--- src/rtl/ttc_pkg.sv ---
// constants and types shared by the triple timer/counter unit
package ttc_pkg;
	// apb geometry
	localparam int ADDR_W = 8;
	localparam int DATA_W = 32;

	// register byte offsets
	localparam logic [7:0] OFS_TIMER_CONTROL = 8'h00;
	localparam logic [7:0] OFS_TIMER_MODE    = 8'h04;
	localparam logic [7:0] OFS_CLOCK_CONTROL = 8'h08;
	localparam logic [7:0] OFS_T0_LOW        = 8'h0c;
	localparam logic [7:0] OFS_T0_HIGH       = 8'h10;
	localparam logic [7:0] OFS_T1_LOW        = 8'h14;
	localparam logic [7:0] OFS_T1_HIGH       = 8'h18;
	localparam logic [7:0] OFS_T2_CONTROL    = 8'h1c;
	localparam logic [7:0] OFS_T2_MODE       = 8'h20;
	localparam logic [7:0] OFS_T2_LOW        = 8'h24;
	localparam logic [7:0] OFS_T2_HIGH       = 8'h28;
	localparam logic [7:0] OFS_T2_CAP_LOW    = 8'h2c;
	localparam logic [7:0] OFS_T2_CAP_HIGH   = 8'h30;

	// timer_control_reg fields
	localparam int TC_T0_RUN  = 4;
	localparam int TC_T0_OVF  = 5;
	localparam int TC_T1_RUN  = 6;
	localparam int TC_T1_OVF  = 7;
	localparam logic [7:0] TC_USED_MASK = 8'hf0;

	// timer_mode_reg fields, timer 1 sits four bits above timer 0
	localparam int TM_MODE_LSB = 0;
	localparam int TM_SOURCE   = 2;
	localparam int TM_GATE     = 3;
	localparam int TM_T1_SHIFT = 4;

	// clock_control_reg fields
	localparam int CK_T0_FAST = 3;
	localparam int CK_T1_FAST = 4;
	localparam int CK_T2_FAST = 5;

	// t2_control_reg fields
	localparam int T2C_CAPTURE  = 0;
	localparam int T2C_SOURCE   = 1;
	localparam int T2C_RUN      = 2;
	localparam int T2C_EXT_EN   = 3;
	localparam int T2C_TX_BAUD  = 4;
	localparam int T2C_RX_BAUD  = 5;
	localparam int T2C_EXT_FLAG = 6;
	localparam int T2C_OVF      = 7;

	// t2_mode_reg fields
	localparam int T2M_UP_DOWN = 0;
	localparam int T2M_CLEAR   = 3;
	localparam logic [7:0] T2M_USED_MASK = 8'h09;

	// reset values
	localparam logic [7:0] RST_BYTE          = 8'h00;
	localparam logic [7:0] RST_CLOCK_CONTROL = 8'h01;

	// machine cycle: four phases, slow tick every third machine cycle
	localparam logic [1:0] PH_C3     = 2'h2;
	localparam logic [1:0] PH_C4     = 2'h3;
	localparam logic [1:0] SLOW_LAST = 2'h2;

	// mode of timers 0 and 1
	typedef enum logic [1:0] {
		TTC_M13  = 2'b00,
		TTC_M16  = 2'b01,
		TTC_MREL = 2'b10,
		TTC_MSPL = 2'b11
	} ttc_tmode_e;

	// mode of timer 2
	typedef enum logic [1:0] {
		TTC_T2_CAPTURE = 2'b00,
		TTC_T2_RELOAD  = 2'b01,
		TTC_T2_UPDOWN  = 2'b10,
		TTC_T2_BAUD    = 2'b11
	} ttc_t2mode_e;
endpackage

--- src/rtl/ttc_phase_gen.sv ---
// machine cycle phase generator with the divide-by-three time base
`timescale 1ns/100ps
module ttc_phase_gen (
	// clock and reset
	input  wire logic mclk,
	input  wire logic rst,
	// phase strobes
	output logic      phase_c3,
	output logic      phase_c4,
	output logic      slow_tick
);
	import ttc_pkg::*;

	typedef struct packed {
		logic [1:0] phase;
		logic [1:0] div3;
	} ttc_phase_s;

	ttc_phase_s cur;
	ttc_phase_s next_cur;

	// advance phase every clock, the divider once per machine cycle
	always_comb begin
		next_cur = cur;
		next_cur.phase = cur.phase + 2'h1;
		if (cur.phase == PH_C4) begin
			next_cur.div3 = (cur.div3 == SLOW_LAST) ? 2'h0 : cur.div3 + 2'h1;
		end
	end

	always_ff @(posedge mclk or posedge rst) begin
		if (rst) begin
			cur <= '0;
		end else begin
			cur <= next_cur;
		end
	end

	assign phase_c3  = (cur.phase == PH_C3);
	assign phase_c4  = (cur.phase == PH_C4);
	assign slow_tick = (cur.div3 == 2'h0);
endmodule

--- src/rtl/ttc_pin_sampler.sv ---
// falling edge detection on pins sampled once per machine cycle
`timescale 1ns/100ps
module ttc_pin_sampler #(
	parameter int N = 4
) (
	// clock and reset
	input  wire logic         mclk,
	input  wire logic         rst,
	// phase strobes
	input  wire logic         phase_c3,
	input  wire logic         phase_c4,
	// pins and results
	input  wire logic [N-1:0] pins,
	output logic      [N-1:0] level,
	output logic      [N-1:0] edge_c3
);
	import ttc_pkg::*;

	typedef struct packed {
		logic [N-1:0] prev;
		logic [N-1:0] pend;
	} ttc_samp_s;

	ttc_samp_s cur;
	ttc_samp_s next_cur;

	// an edge seen at c4 is held until the next c3 applies it
	always_comb begin
		next_cur = cur;
		if (phase_c3) begin
			next_cur.pend = '0;
		end
		if (phase_c4) begin
			next_cur.prev = pins;
			next_cur.pend = cur.pend | (cur.prev & ~pins);
		end
	end

	always_ff @(posedge mclk or posedge rst) begin
		if (rst) begin
			cur <= '0;
		end else begin
			cur <= next_cur;
		end
	end

	assign level   = cur.prev;
	assign edge_c3 = cur.pend & {N{phase_c3}};
endmodule

--- src/rtl/ttc_unit.sv ---
// triple timer/counter unit with apb register access
//
// Functional notes
// - count pins sampled once per machine cycle at c4; high then low is an edge
// - counts change at c3; a detected edge counts in the next machine cycle
// - timer mode bit 2 and bit 6 select clock or pin counting
// - clock counting ticks at mclk/12, or mclk/4 when the fast bit is set
// - mode 0 uses high byte and low five bits of low byte
// - mode 0 low-five carry bumps high byte; 13-bit rollover sets overflow
// - modes 0-2 count only when run set and gate clear or int pin high
// - mode 1 is a 16-bit counter with overflow on rollover
// - mode 2 low byte overflows, sets flag, reloads from high byte
// - timer 1 in mode 3 holds its count
// - timer 0 mode 3: low byte own controls, high byte clock-only on timer 1 controls
// - timer 0 in mode 3: timer 1 runs without its flag and run bit
// - timer 2 counts pin edges or mclk/12 or /4, only while running
// - capture mode: 16-bit up counter, overflow flag on rollover
// - capture mode with ext enable: ext pin fall copies count, sets ext flag
// - clear-after-capture bit resets timer 2 count after each capture
// - up reload mode: overflow or ext fall reloads from capture pair
// - up/down mode: counts up while ext pin high, reloads on overflow
// - up/down mode: down count at capture value loads all ones
// - up/down reload sets overflow, toggles ext flag; ext flag raises no request
// - baud mode reloads silently; ext fall sets ext flag with a request
// - timer 0 and 1 overflow flags clear when their interrupt is serviced
// - timer 2 flags clear only by software writes or by the ext flag toggle in up/down mode
`timescale 1ns/100ps
module ttc_unit (
	// clock and reset
	input  wire logic                         mclk,
	input  wire logic                         rst,
	// apb slave
	input  wire logic                         psel,
	input  wire logic                         penable,
	input  wire logic                         pwrite,
	input  wire logic [ttc_pkg::ADDR_W-1:0]   paddr,
	input  wire logic [ttc_pkg::DATA_W-1:0]   pwdata,
	output logic      [ttc_pkg::DATA_W-1:0]   prdata,
	output logic                              pready,
	output logic                              pslverr,
	// count, gate and trigger pins
	input  wire logic                         t0_count_pin,
	input  wire logic                         t1_count_pin,
	input  wire logic                         t2_count_pin,
	input  wire logic                         t2_ext_pin,
	input  wire logic                         ext_int_pin_0,
	input  wire logic                         ext_int_pin_1,
	// interrupt service acknowledges from the cpu
	input  wire logic                         t0_int_ack,
	input  wire logic                         t1_int_ack,
	// interrupt requests
	output logic                              t0_overflow_flag,
	output logic                              t1_overflow_flag,
	output logic                              t2_int_request
);
	import ttc_pkg::*;

	typedef struct packed {
		logic [7:0]  timer_control_reg;
		logic [7:0]  timer_mode_reg;
		logic [7:0]  clock_control_reg;
		logic [7:0]  t0_count_low;
		logic [7:0]  t0_count_high;
		logic [7:0]  t1_count_low;
		logic [7:0]  t1_count_high;
		logic [7:0]  t2_control_reg;
		logic [7:0]  t2_mode_reg;
		logic [15:0] t2_count;
		logic [15:0] t2_capture;
		logic [31:0] prdata;
		logic        pready;
		logic        pslverr;
		logic        t2_req;
	} ttc_state_s;

	ttc_state_s cur;
	ttc_state_s next_cur;

	logic       phase_c3;
	logic       phase_c4;
	logic       slow_tick;
	logic [3:0] pin_level;
	logic [3:0] pin_edge;

	// one increment of timer 0 or 1 in modes 0..2, returns {overflow, high, low}
	function automatic logic [16:0] t01_step(input ttc_tmode_e m, input logic [7:0] lo,
			input logic [7:0] hi);
		logic [8:0]  lo9;
		logic [5:0]  lo6;
		logic [16:0] r;
		lo9 = {1'b0, lo} + 9'h001;
		lo6 = {1'b0, lo[4:0]} + 6'h01;
		r = {1'b0, hi, lo};
		case (m)
			TTC_M13: begin
				r[4:0] = lo6[4:0];
				if (lo6[5]) begin
					{r[16], r[15:8]} = {1'b0, hi} + 9'h001;
				end
			end
			TTC_M16: begin
				r = {1'b0, hi, lo} + 17'h00001;
			end
			TTC_MREL: begin
				r[7:0] = lo9[8] ? hi : lo9[7:0];
				r[16] = lo9[8];
			end
			default: begin
				r = {1'b0, hi, lo};
			end
		endcase
		return r;
	endfunction

	// apb address decode, used by the read and the write path
	function automatic logic addr_mapped(input logic [ADDR_W-1:0] a);
		case (a)
			OFS_TIMER_CONTROL, OFS_TIMER_MODE, OFS_CLOCK_CONTROL, OFS_T0_LOW,
			OFS_T0_HIGH, OFS_T1_LOW, OFS_T1_HIGH, OFS_T2_CONTROL, OFS_T2_MODE,
			OFS_T2_LOW, OFS_T2_HIGH, OFS_T2_CAP_LOW, OFS_T2_CAP_HIGH: begin
				return 1'b1;
			end
			default: begin
				return 1'b0;
			end
		endcase
	endfunction

	ttc_phase_gen u_phase (
		.mclk      (mclk),
		.rst       (rst),
		.phase_c3  (phase_c3),
		.phase_c4  (phase_c4),
		.slow_tick (slow_tick)
	);

	// bit 0 t0, 1 t1, 2 t2 count pin, 3 t2 ext pin
	ttc_pin_sampler #(
		.N (4)
	) u_pins (
		.mclk     (mclk),
		.rst      (rst),
		.phase_c3 (phase_c3),
		.phase_c4 (phase_c4),
		.pins     ({t2_ext_pin, t2_count_pin, t1_count_pin, t0_count_pin}),
		.level    (pin_level),
		.edge_c3  (pin_edge)
	);

	// register writes first, then hardware updates so a flag set always wins
	always_comb begin
		logic        acc;
		logic        wr;
		logic [7:0]  wb;
		ttc_tmode_e  m0;
		ttc_tmode_e  m1;
		ttc_t2mode_e m2;
		logic        tick0;
		logic        tick1;
		logic        tick2;
		logic        ev0;
		logic        ev1;
		logic        ev2;
		logic        ext2;
		logic        run1;
		logic [16:0] s0;
		logic [16:0] s1;
		logic [8:0]  h9;
		logic [16:0] c17;
		acc = 1'b0;
		wr = 1'b0;
		wb = pwdata[7:0];
		m0 = TTC_M13;
		m1 = TTC_M13;
		m2 = TTC_T2_CAPTURE;
		tick0 = 1'b0;
		tick1 = 1'b0;
		tick2 = 1'b0;
		ev0 = 1'b0;
		ev1 = 1'b0;
		ev2 = 1'b0;
		ext2 = 1'b0;
		run1 = 1'b0;
		s0 = '0;
		s1 = '0;
		h9 = '0;
		c17 = '0;
		next_cur = cur;

		// apb: two-cycle access, answer registered
		acc = psel & penable & ~cur.pready;
		wr = psel & penable & cur.pready & pwrite & ~cur.pslverr;
		next_cur.pready = acc;
		next_cur.pslverr = acc & ~addr_mapped(paddr);
		if (acc) begin
			case (paddr)
				OFS_TIMER_CONTROL: next_cur.prdata = {24'h0, cur.timer_control_reg};
				OFS_TIMER_MODE:    next_cur.prdata = {24'h0, cur.timer_mode_reg};
				OFS_CLOCK_CONTROL: next_cur.prdata = {24'h0, cur.clock_control_reg};
				OFS_T0_LOW:        next_cur.prdata = {24'h0, cur.t0_count_low};
				OFS_T0_HIGH:       next_cur.prdata = {24'h0, cur.t0_count_high};
				OFS_T1_LOW:        next_cur.prdata = {24'h0, cur.t1_count_low};
				OFS_T1_HIGH:       next_cur.prdata = {24'h0, cur.t1_count_high};
				OFS_T2_CONTROL:    next_cur.prdata = {24'h0, cur.t2_control_reg};
				OFS_T2_MODE:       next_cur.prdata = {24'h0, cur.t2_mode_reg};
				OFS_T2_LOW:        next_cur.prdata = {24'h0, cur.t2_count[7:0]};
				OFS_T2_HIGH:       next_cur.prdata = {24'h0, cur.t2_count[15:8]};
				OFS_T2_CAP_LOW:    next_cur.prdata = {24'h0, cur.t2_capture[7:0]};
				OFS_T2_CAP_HIGH:   next_cur.prdata = {24'h0, cur.t2_capture[15:8]};
				default:           next_cur.prdata = 32'h0;
			endcase
		end
		if (wr) begin
			case (paddr)
				OFS_TIMER_CONTROL: next_cur.timer_control_reg = wb & TC_USED_MASK;
				OFS_TIMER_MODE:    next_cur.timer_mode_reg = wb;
				OFS_CLOCK_CONTROL: next_cur.clock_control_reg = wb;
				OFS_T0_LOW:        next_cur.t0_count_low = wb;
				OFS_T0_HIGH:       next_cur.t0_count_high = wb;
				OFS_T1_LOW:        next_cur.t1_count_low = wb;
				OFS_T1_HIGH:       next_cur.t1_count_high = wb;
				OFS_T2_CONTROL:    next_cur.t2_control_reg = wb;
				OFS_T2_MODE:       next_cur.t2_mode_reg = wb & T2M_USED_MASK;
				OFS_T2_LOW:        next_cur.t2_count[7:0] = wb;
				OFS_T2_HIGH:       next_cur.t2_count[15:8] = wb;
				OFS_T2_CAP_LOW:    next_cur.t2_capture[7:0] = wb;
				OFS_T2_CAP_HIGH:   next_cur.t2_capture[15:8] = wb;
				default:           next_cur.timer_mode_reg = next_cur.timer_mode_reg;
			endcase
		end

		// servicing a timer 0/1 interrupt drops its flag; timer 2 flags are left alone
		if (t0_int_ack) begin
			next_cur.timer_control_reg[TC_T0_OVF] = 1'b0;
		end
		if (t1_int_ack) begin
			next_cur.timer_control_reg[TC_T1_OVF] = 1'b0;
		end

		// time base: every machine cycle when fast, every third one otherwise
		tick0 = phase_c3 & (cur.clock_control_reg[CK_T0_FAST] | slow_tick);
		tick1 = phase_c3 & (cur.clock_control_reg[CK_T1_FAST] | slow_tick);
		tick2 = phase_c3 & (cur.clock_control_reg[CK_T2_FAST] | slow_tick);
		m0 = ttc_tmode_e'(cur.timer_mode_reg[TM_MODE_LSB +: 2]);
		m1 = ttc_tmode_e'(cur.timer_mode_reg[TM_T1_SHIFT + TM_MODE_LSB +: 2]);
		ev0 = cur.timer_mode_reg[TM_SOURCE] ? pin_edge[0] : tick0;
		ev1 = cur.timer_mode_reg[TM_T1_SHIFT + TM_SOURCE] ? pin_edge[1] : tick1;
		ev0 = ev0 & cur.timer_control_reg[TC_T0_RUN]
			& (~cur.timer_mode_reg[TM_GATE] | ext_int_pin_0);
		run1 = (m0 == TTC_MSPL) | cur.timer_control_reg[TC_T1_RUN];
		ev1 = ev1 & run1 & (~cur.timer_mode_reg[TM_T1_SHIFT + TM_GATE] | ext_int_pin_1);

		// timer 0
		if (ev0) begin
			if (m0 == TTC_MSPL) begin
				h9 = {1'b0, next_cur.t0_count_low} + 9'h001;
				next_cur.t0_count_low = h9[7:0];
				if (h9[8]) begin
					next_cur.timer_control_reg[TC_T0_OVF] = 1'b1;
				end
			end else begin
				s0 = t01_step(m0, next_cur.t0_count_low, next_cur.t0_count_high);
				{next_cur.t0_count_high, next_cur.t0_count_low} = s0[15:0];
				if (s0[16]) begin
					next_cur.timer_control_reg[TC_T0_OVF] = 1'b1;
				end
			end
		end
		// high byte of split timer 0: clock only, borrows timer 1 run and flag
		if ((m0 == TTC_MSPL) && tick0 && cur.timer_control_reg[TC_T1_RUN]) begin
			h9 = {1'b0, next_cur.t0_count_high} + 9'h001;
			next_cur.t0_count_high = h9[7:0];
			if (h9[8]) begin
				next_cur.timer_control_reg[TC_T1_OVF] = 1'b1;
			end
		end

		// timer 1: frozen in its own mode 3
		if (ev1 && (m1 != TTC_MSPL)) begin
			s1 = t01_step(m1, next_cur.t1_count_low, next_cur.t1_count_high);
			{next_cur.t1_count_high, next_cur.t1_count_low} = s1[15:0];
			if (s1[16] && (m0 != TTC_MSPL)) begin
				next_cur.timer_control_reg[TC_T1_OVF] = 1'b1;
			end
		end

		// timer 2 mode decode; baud selects outrank capture
		if (cur.t2_control_reg[T2C_TX_BAUD] | cur.t2_control_reg[T2C_RX_BAUD]) begin
			m2 = TTC_T2_BAUD;
		end else if (cur.t2_control_reg[T2C_CAPTURE]) begin
			m2 = TTC_T2_CAPTURE;
		end else if (cur.t2_mode_reg[T2M_UP_DOWN]) begin
			m2 = TTC_T2_UPDOWN;
		end else begin
			m2 = TTC_T2_RELOAD;
		end
		ev2 = (cur.t2_control_reg[T2C_SOURCE] ? pin_edge[2] : tick2)
			& cur.t2_control_reg[T2C_RUN];
		ext2 = pin_edge[3] & cur.t2_control_reg[T2C_EXT_EN];
		c17 = {1'b0, next_cur.t2_count} + 17'h00001;

		case (m2)
			TTC_T2_CAPTURE: begin
				if (ev2) begin
					next_cur.t2_count = c17[15:0];
					if (c17[16]) begin
						next_cur.t2_control_reg[T2C_OVF] = 1'b1;
					end
				end
				if (ext2) begin
					// capture takes the count held before this edge's update
					next_cur.t2_capture = cur.t2_count;
					next_cur.t2_control_reg[T2C_EXT_FLAG] = 1'b1;
					if (cur.t2_mode_reg[T2M_CLEAR]) begin
						next_cur.t2_count = 16'h0000;
					end
				end
			end
			TTC_T2_RELOAD: begin
				if (ev2) begin
					next_cur.t2_count = c17[16] ? next_cur.t2_capture : c17[15:0];
					if (c17[16]) begin
						next_cur.t2_control_reg[T2C_OVF] = 1'b1;
					end
				end
				if (ext2) begin
					next_cur.t2_count = next_cur.t2_capture;
					next_cur.t2_control_reg[T2C_EXT_FLAG] = 1'b1;
				end
			end
			TTC_T2_UPDOWN: begin
				if (ev2 && pin_level[3]) begin
					next_cur.t2_count = c17[16] ? next_cur.t2_capture : c17[15:0];
					if (c17[16]) begin
						next_cur.t2_control_reg[T2C_OVF] = 1'b1;
						next_cur.t2_control_reg[T2C_EXT_FLAG] =
							~cur.t2_control_reg[T2C_EXT_FLAG];
					end
				end else if (ev2) begin
					if (next_cur.t2_count == next_cur.t2_capture) begin
						next_cur.t2_count = 16'hffff;
						next_cur.t2_control_reg[T2C_OVF] = 1'b1;
						next_cur.t2_control_reg[T2C_EXT_FLAG] =
							~cur.t2_control_reg[T2C_EXT_FLAG];
					end else begin
						next_cur.t2_count = next_cur.t2_count - 16'h0001;
					end
				end
			end
			TTC_T2_BAUD: begin
				if (ev2) begin
					// no overflow flag here: the rollover is the baud clock
					next_cur.t2_count = c17[16] ? next_cur.t2_capture : c17[15:0];
				end
				if (ext2) begin
					next_cur.t2_control_reg[T2C_EXT_FLAG] = 1'b1;
				end
			end
			default: begin
				next_cur.t2_count = next_cur.t2_count;
			end
		endcase

		// ext flag is masked from the request only in up/down mode
		next_cur.t2_req = next_cur.t2_control_reg[T2C_OVF]
			| (next_cur.t2_control_reg[T2C_EXT_FLAG] & (m2 != TTC_T2_UPDOWN));
	end

	always_ff @(posedge mclk or posedge rst) begin
		if (rst) begin
			cur <= '0;
			cur.clock_control_reg <= RST_CLOCK_CONTROL;
		end else begin
			cur <= next_cur;
		end
	end

	// outputs come straight from the state flops
	assign prdata           = cur.prdata;
	assign pready           = cur.pready;
	assign pslverr          = cur.pslverr;
	assign t0_overflow_flag = cur.timer_control_reg[TC_T0_OVF];
	assign t1_overflow_flag = cur.timer_control_reg[TC_T1_OVF];
	assign t2_int_request   = cur.t2_req;
endmodule

--- config.mk ---
export PLATFORM = sky130hd
export DESIGN_NAME = ttc_unit
export DESIGN_NICKNAME = d
export VERILOG_FILES = /design/src/rtl/ttc_pkg.sv /design/src/rtl/ttc_phase_gen.sv /design/src/rtl/ttc_pin_sampler.sv /design/src/rtl/ttc_unit.sv
export SDC_FILE = /design/constraint.sdc
export NUM_CORES = 1
export LEC_CHECK = 0
export ABC_AREA = 1
export BUFFER_PORTS_ARGS = -buffer_cell sky130_fd_sc_hd__buf_2
export CAP_MARGIN = 20
export CORE_MARGIN = 2
export CORE_UTILIZATION = 62
export CTS_CLUSTER_DIAMETER = 50
export DETAILED_ROUTE_END_ITERATION = 16
export PLACE_DENSITY_LB_ADDON = 0.08
export SLEW_MARGIN = 20
export SYNTH_ARGS = -nofsm -noshare
export SYNTH_HDL_FRONTEND = slang
export SYNTH_HIERARCHICAL = 1
export SYNTH_SLANG_ARGS = --single-unit
--- constraint.sdc ---
create_clock -name mclk -period 4.4 [get_ports mclk]
set_input_delay 0.66 -clock mclk [delete_from_list [all_inputs] [get_ports mclk]]
set_output_delay 0.66 -clock mclk [all_outputs]
set_load 0.005 [all_outputs]
==> flow_summary.ini, run 1 <==
[pwr]
comb_power_share = 0.323
share_clk_of_total_power = 0.370
ir_worst_vdd_uv = 315
switching_share = 0.375
power_density_nw_per_um2 = 363
switching_power_total_mw = 1.57
pint_mw = 2.61
share_seq_of_total_power = 0.307
finalPower_mw = 4.18
leakage_nw = 5.71

[routing]
wirelength_mm = 35.4
drt_iter0_drc = 1468
vias = 11500
count_of_antenna_violating_nets_left_after_detailed_routing = 0
post-route-drc-count = 0
wire_per_inst_um = 18.6
vias_per_cell = 6.03
drt_first_pass_iters = 8

[place]
place.port_buffers = 41
numPlacedInstances = 1870
post-dp-hpwl_mm = 26.0
placement.setup.worst_slack_ps = 559
gp_congestion = 1.03

[sta]
tns_ps = 0
slew_at_the_pin_with_the_worst_max_slew_slack_ps = 997
slew_headroom = 0.336
rsz0062_at_grt = no
min_period_ps = 3660
final.period_utilization = 0.832
final-setup-viol-count = 0
slew_violations = 0
timing.final.ws_setup_ps = 741
finalHoldViolCount = 0
finClkSkew_ps = 11.8
max_clock_freq_mhz = 273

[clock_tree]
clk_transition_reported_paths_ps = 60
post_cts_setup_buffer_count = 0
cts_root_buffer = clkbuf_16
ctsHtreeMaxLevel = 4
cts-resized-gates = 0
tritoncts = done
worstSkewPairLatency_ps = 430
clockBufferDepth = 2
cts-buffers-inserted = 17
tritoncts_num_sinks = 117
cts_hold_buf = 0

[job]
maxCapViolCount = 0

[finish]
layout.cells.non_filler = 1902
fin_nets = 1739
drive_above_1_share = 0.115
diodes = 0
final_core_utilization = 0.696
post_synthesis_to_final_layout_area_growth_pct = 9.61

[hold_path]
hold_path_class = input port to async pin

[setup_path]
worstSetupEndpointType = flip-flop
cp_cell_sequence = inv_1 > ha_1 > nand2_1 > inv_1 > inv_1 > a211oi_1 > o21a_1 > nand2_1 > nor2_1 > o21ai_0 > o21ai_0 > nand2_1 > inv_1 > ha_1 > nand2_1 > nor2_1 > nand3_1 > nor2_1 > xor2_1
critical_path_buf_inv_count = 4
worst_setup_path_start_kind = flip-flop
cp.required_ps = 4750
worstPathMaxFanout = 8
cp_top_family = simple AND/OR/NAND/NOR gates
max_stage_delay_ps = 450
critical_path_arrival_ps = 4010
crit_type = flip-flop to flip-flop
worst_path_max_delay_cell = nor2_1

[grt]
grt_pass1_wl_mm = 55.0
grtUsageTotal = 0.396
overflow = 0
grt_max_degree = 45
antenna_found_initial = 0
number_of_global_route_vias_before_repair = 10200

[floorplan]
die_y_um = 134
initial_utilization = 0.635
core.rowCount = 47
floorplan.io_pins = 90
fp.coreArea_um2 = 16600
design.die.area_um2 = 18000
die_w_um = 134

[synth]
synth_warnings = 6
synth_area_um2 = 10500
synthesis.area_per_instance_um2 = 6.47
synthesis.instances = 1628

[status]
result_of_the_run = complete, no violations
layer usage:
metal,share of wire,vias up,track usage
li1,-,5361,-
met1,0.42,5252,0.554
met2,0.41,750,0.563
met3,0.14,112,0.134
met4,0.036,0,0.161
met5,0,-,0
stage by stage:
| stage | cell area [µm²] | hold WS [ps] |
|---|---|---|
| 2_1_floorplan | 10600 | 426 |
| 3_3_place_gp | 10900 | 455 |
| 3_5_place_dp | 10900 | 460 |
| 4_1_cts | 11500 | 130 |
| 5_1_grt | 11500 | 152 |
| 6_report | 11500 | 136 |
flip-flops by register name (all words and copies together), names as in the netlist, 4 cells and up:
| name | flops |
|---|---|
| cur | 92 |
| prdata | 8 |
| u_phase/cur | 4 |
| u_pins/cur | 4 |
| u_pins/level | 4 |
cells in the final DEF, fill, tap and decap left out, types with 4 or more instances in the layout:
cell and count:
nand2_1 492, inv_1 203, nand3_1 159, o21ai_0 140, dfrtp_1 116, nor2_1 111, buf_2 41, buf_4 34
nand4_1 31, o21ai_1 28, a21oi_1 26, conb_1 24, xor2_1 22, o22ai_1 18, a221oi_1 18, xnor2_1 17
ha_1 17, clkbuf_16 17, nor3_1 15, nor2_2 12, nor2_4 9, o211ai_1 9, inv_2 8, o21ai_2 8
nand2_2 8, mux2_2 8, o21ai_4 7, nand3b_1 7, nand2_4 6, nand3_2 6, a31oi_1 5, o21a_1 5
o2111ai_1 5, o221ai_1 4, clkbuf_8 4, bufinv_16 4
power groups by stage:
stage,Clock (mW),Combinational (mW),Sequential (mW)
final,1.55,1.35,1.28
after global routing,1.59,1.51,1.29
after CTS,1.55,1.32,1.27
after global placement,0,1.28,1.29
after floorplan,0,1.05,1.24
after detailed placement,0,1.30,1.29
cell type report:
type	instances	area, µm²
Multi-Input combinational cell	1243	6410
Fill cell	1519	5050
Sequential cell	117	2930
Inverter	215	810
Clock buffer	22	484
Timing Repair Buffer	75	460
Tap cell	220	275
Clock inverter	10	169
path summary, 6_finish.rpt:
path	depth (start not counted)	from	end	slack [ps]
setup / recovery	19	u_phase/cur[2]	cur[105]	740
hold / removal	2	rst	u_phase/cur[2]	140
setup reg to reg	19	u_phase/cur[2]	cur[105]	740
hold reg to reg	2	u_pins/cur[1]	u_pins/cur[1]	480
max in group asynchronous	3	rst	cur[59]	3150
min in group mclk	2	t0_int_ack	t0_overflow_flag	440
No activity file was read; power rests on OpenSTA's default activity.
==> inputs of run 2 (changes only) <==
--- a/config.mk
+++ b/config.mk
@@ -9,7 +9,7 @@
 export BUFFER_PORTS_ARGS = -buffer_cell sky130_fd_sc_hd__buf_2
 export CAP_MARGIN = 20
 export CORE_MARGIN = 2
-export CORE_UTILIZATION = 62
+export CORE_UTILIZATION = 56
 export CTS_CLUSTER_DIAMETER = 50
 export DETAILED_ROUTE_END_ITERATION = 16
 export PLACE_DENSITY_LB_ADDON = 0.08
==> constraint.sdc (replaced) <==
create_clock -name mclk -period 3.14 [get_ports mclk]
set_input_delay 0.471 -clock mclk [delete_from_list [all_inputs] [get_ports mclk]]
set_output_delay 0.471 -clock mclk [all_outputs]
set_load 0.005 [all_outputs]
==> run 2 against run 1 <==
Global-route usage shrank 2.4 points. Register-to-register slack lost 600 ps. Worst hold slack gained 110 ps. Via count grew 3.8%. Clock skew grew 3.0 ps. Count of clock-buffer cells in the layout shrank 4. Final area grew 10%. Critical endpoint is now cur[52]. Largest cell class unchanged. Largest power group is now combinational cells. Highest routed layer unchanged.
==> flow_summary.ini, run 2 (same netlist as run 1, synthesis figures left out) <==
[finish]
fin_nets = 1880
mostFrequentLayoutCell = nand2_1
commonest_non_fill_non_tap_cells_in_the_layout = 486 x nand2_1, 202 x inv_1, 165 x buf_4
final_core_utilization = 0.685
final_design_area_no_fill_um2 = 12700
seq_area_um2 = 2930
area_of_combinational_cells_with_multiple_inputs_um2 = 6530
num-fill-cells = 1649
largest_register_ffs = 92
diodes = 0
largest_register = cur
post_synthesis_to_final_layout_area_growth_pct = 20.9
drive_above_1_share = 0.196

[setup_path]
worst_path_max_delay_cell = dfrtp_1
worstSetupEndpointType = flip-flop
critical_path_buf_inv_count = 6
r2r_cells = 20
worst_setup_path_start_kind = flip-flop
setup.worst_path.end = cur[52]
crit-reg2reg-capture = cur[52]
cp_top_family = simple AND/OR/NAND/NOR gates
ff2ff_setup_slack_ps = 140
cp.required_ps = 3440
cp_cell_sequence = inv_1 > nand3_2 > nor2_4 > buf_4 > buf_4 > nand2_8 > buf_6 > o21ai_4 > inv_4 > nor2_2 > nand3_2 > nor2_4 > nand2_4 > buf_4 > o21ai_2 > nand2_1 > nand2_1 > nand2_1 > nand3_1 > nand4_1
worst-path-stages = 20
max_stage_delay_ps = 370
crit_type = flip-flop to flip-flop
worstPathMaxFanout = 12
critical_path_arrival_ps = 3300
r2r_start = pslverr
worstSetupStartpoint = pslverr

[sta]
slew_at_the_pin_with_the_worst_max_slew_slack_ps = 768
slew_headroom = 0.486
final.period_utilization = 0.956
min_period_ps = 3000
holdWs_ps = 251
final-setup-viol-count = 0
tns_ps = 0
max_clock_freq_mhz = 333
finClkSkew_ps = 14.8
slew_violations = 0
finalHoldViolCount = 0
rsz0062_at_grt = yes
timing.final.ws_setup_ps = 138

[floorplan]
die_w_um = 141
core.rowCount = 50
design.die.area_um2 = 19900
initial_utilization = 0.566
floorplan.io_pins = 90
die_y_um = 141
fp.coreArea_um2 = 18600

[routing]
drt_first_pass_iters = 6
wirelength_mm = 37.1
wire_per_inst_um = 18.0
vias = 11900
post-route-drc-count = 0
vias_per_cell = 5.79
count_of_antenna_violating_nets_left_after_detailed_routing = 0
drt_iter0_drc = 1386

[grt]
grt_busiest_layer = met2
met3_resource_use_gr = 0.0822
grt_pass1_wl_mm = 57.8
number_of_global_route_vias_before_repair = 10600
grt_max_degree = 106
antenna_found_initial = 0
overflow = 0
gr-usage-met1 = 0.546
grtUsageTotal = 0.373
met2_usage = 0.563

[job]
maxCapViolCount = 0

[place]
gp_congestion = 1.00
place.port_buffers = 41
post-dp-hpwl_mm = 28.2
dpl_cell_area_um2 = 12000
placement.setup.worst_slack_ps = -145

[clock_tree]
tritoncts_num_sinks = 117
clk_transition_reported_paths_ps = 60
ctsHtreeMaxLevel = 4
worstSkewPairLatency_ps = 430
tritoncts = done
cts-buffers-inserted = 17
clockBufferDepth = 2
cts_root_buffer = clkbuf_16

[pwr]
power_density_nw_per_um2 = 473
leakage_nw = 6.37
ir_worst_vdd_uv = 373

[hold_path]
hold_path_class = input port to flip-flop
holdCritStartpoint = t0_int_ack

[status]
result_of_the_run = complete, no violations
[run 2: cell types whose count changed in the layout (fill, tap and decap cells not counted), sizes merged]
cell	previous run	this run
clkinvlp	3	1
buf	75	214
inv	213	218
nand2	506	507
clkbuf	22	18
bufinv	4	1
dlygate4sd3	0	1
clkinv	5	9
[run 2: cell type report]
type / instances / share of cell area
clock buffers: 18 / 0.0337
clock inverters: 14 / 0.0112
inverters: 215 / 0.0639
multi-input cells: 1244 / 0.513
flip-flops and latches: 117 / 0.230
well taps: 234 / 0.0230
repair buffers: 215 / 0.125
[run 2: through the flow]
step	total power [mW]	instances
global route	6.35	2057
floorplan	3.21	1651
finish	6.03	2057
global placement	3.96	2016
CTS	5.92	2049
detailed placement	3.99	2016
[run 2: report_power, final]
group          switching [mW]  leakage [nW]  internal [mW]
Combinational            1.43          4.70          0.873
Clock                   0.807         0.283           1.11
Sequential              0.161          1.39           1.64
[run 2: repair_timing]
item,CTS,global route
hold buffers,1,0
endpoints found under the hold margin,4,0
buffers inserted,0,7
endpoints found under the setup margin,0,32
resized for setup,0,35
[run 2: metal layers]
| layer | routed length, µm | vias up |
|---|---|---|
| met2 | 16000 | 683 |
| met5 | 0 | - |
| met1 | 15700 | 5504 |
| met4 | 843 | 0 |
| li1 | - | 5652 |
| met3 | 4460 | 76 |
[run 2: worst min-delay path by stage]
| stage | endpoint | slack (ps) | cells past startpoint |
|---|---|---|---|
| 4_1_cts | t0_overflow_flag | 230 | 2 |
| 2_1_floorplan | u_phase/cur[0] | 240 | 1 |
| 3_5_place_dp | u_phase/cur[3] | 390 | 2 |
| 3_3_place_gp | u_phase/cur[3] | 390 | 2 |
| 6_report | t0_overflow_flag | 250 | 2 |
| 5_1_grt | t0_overflow_flag | 240 | 2 |
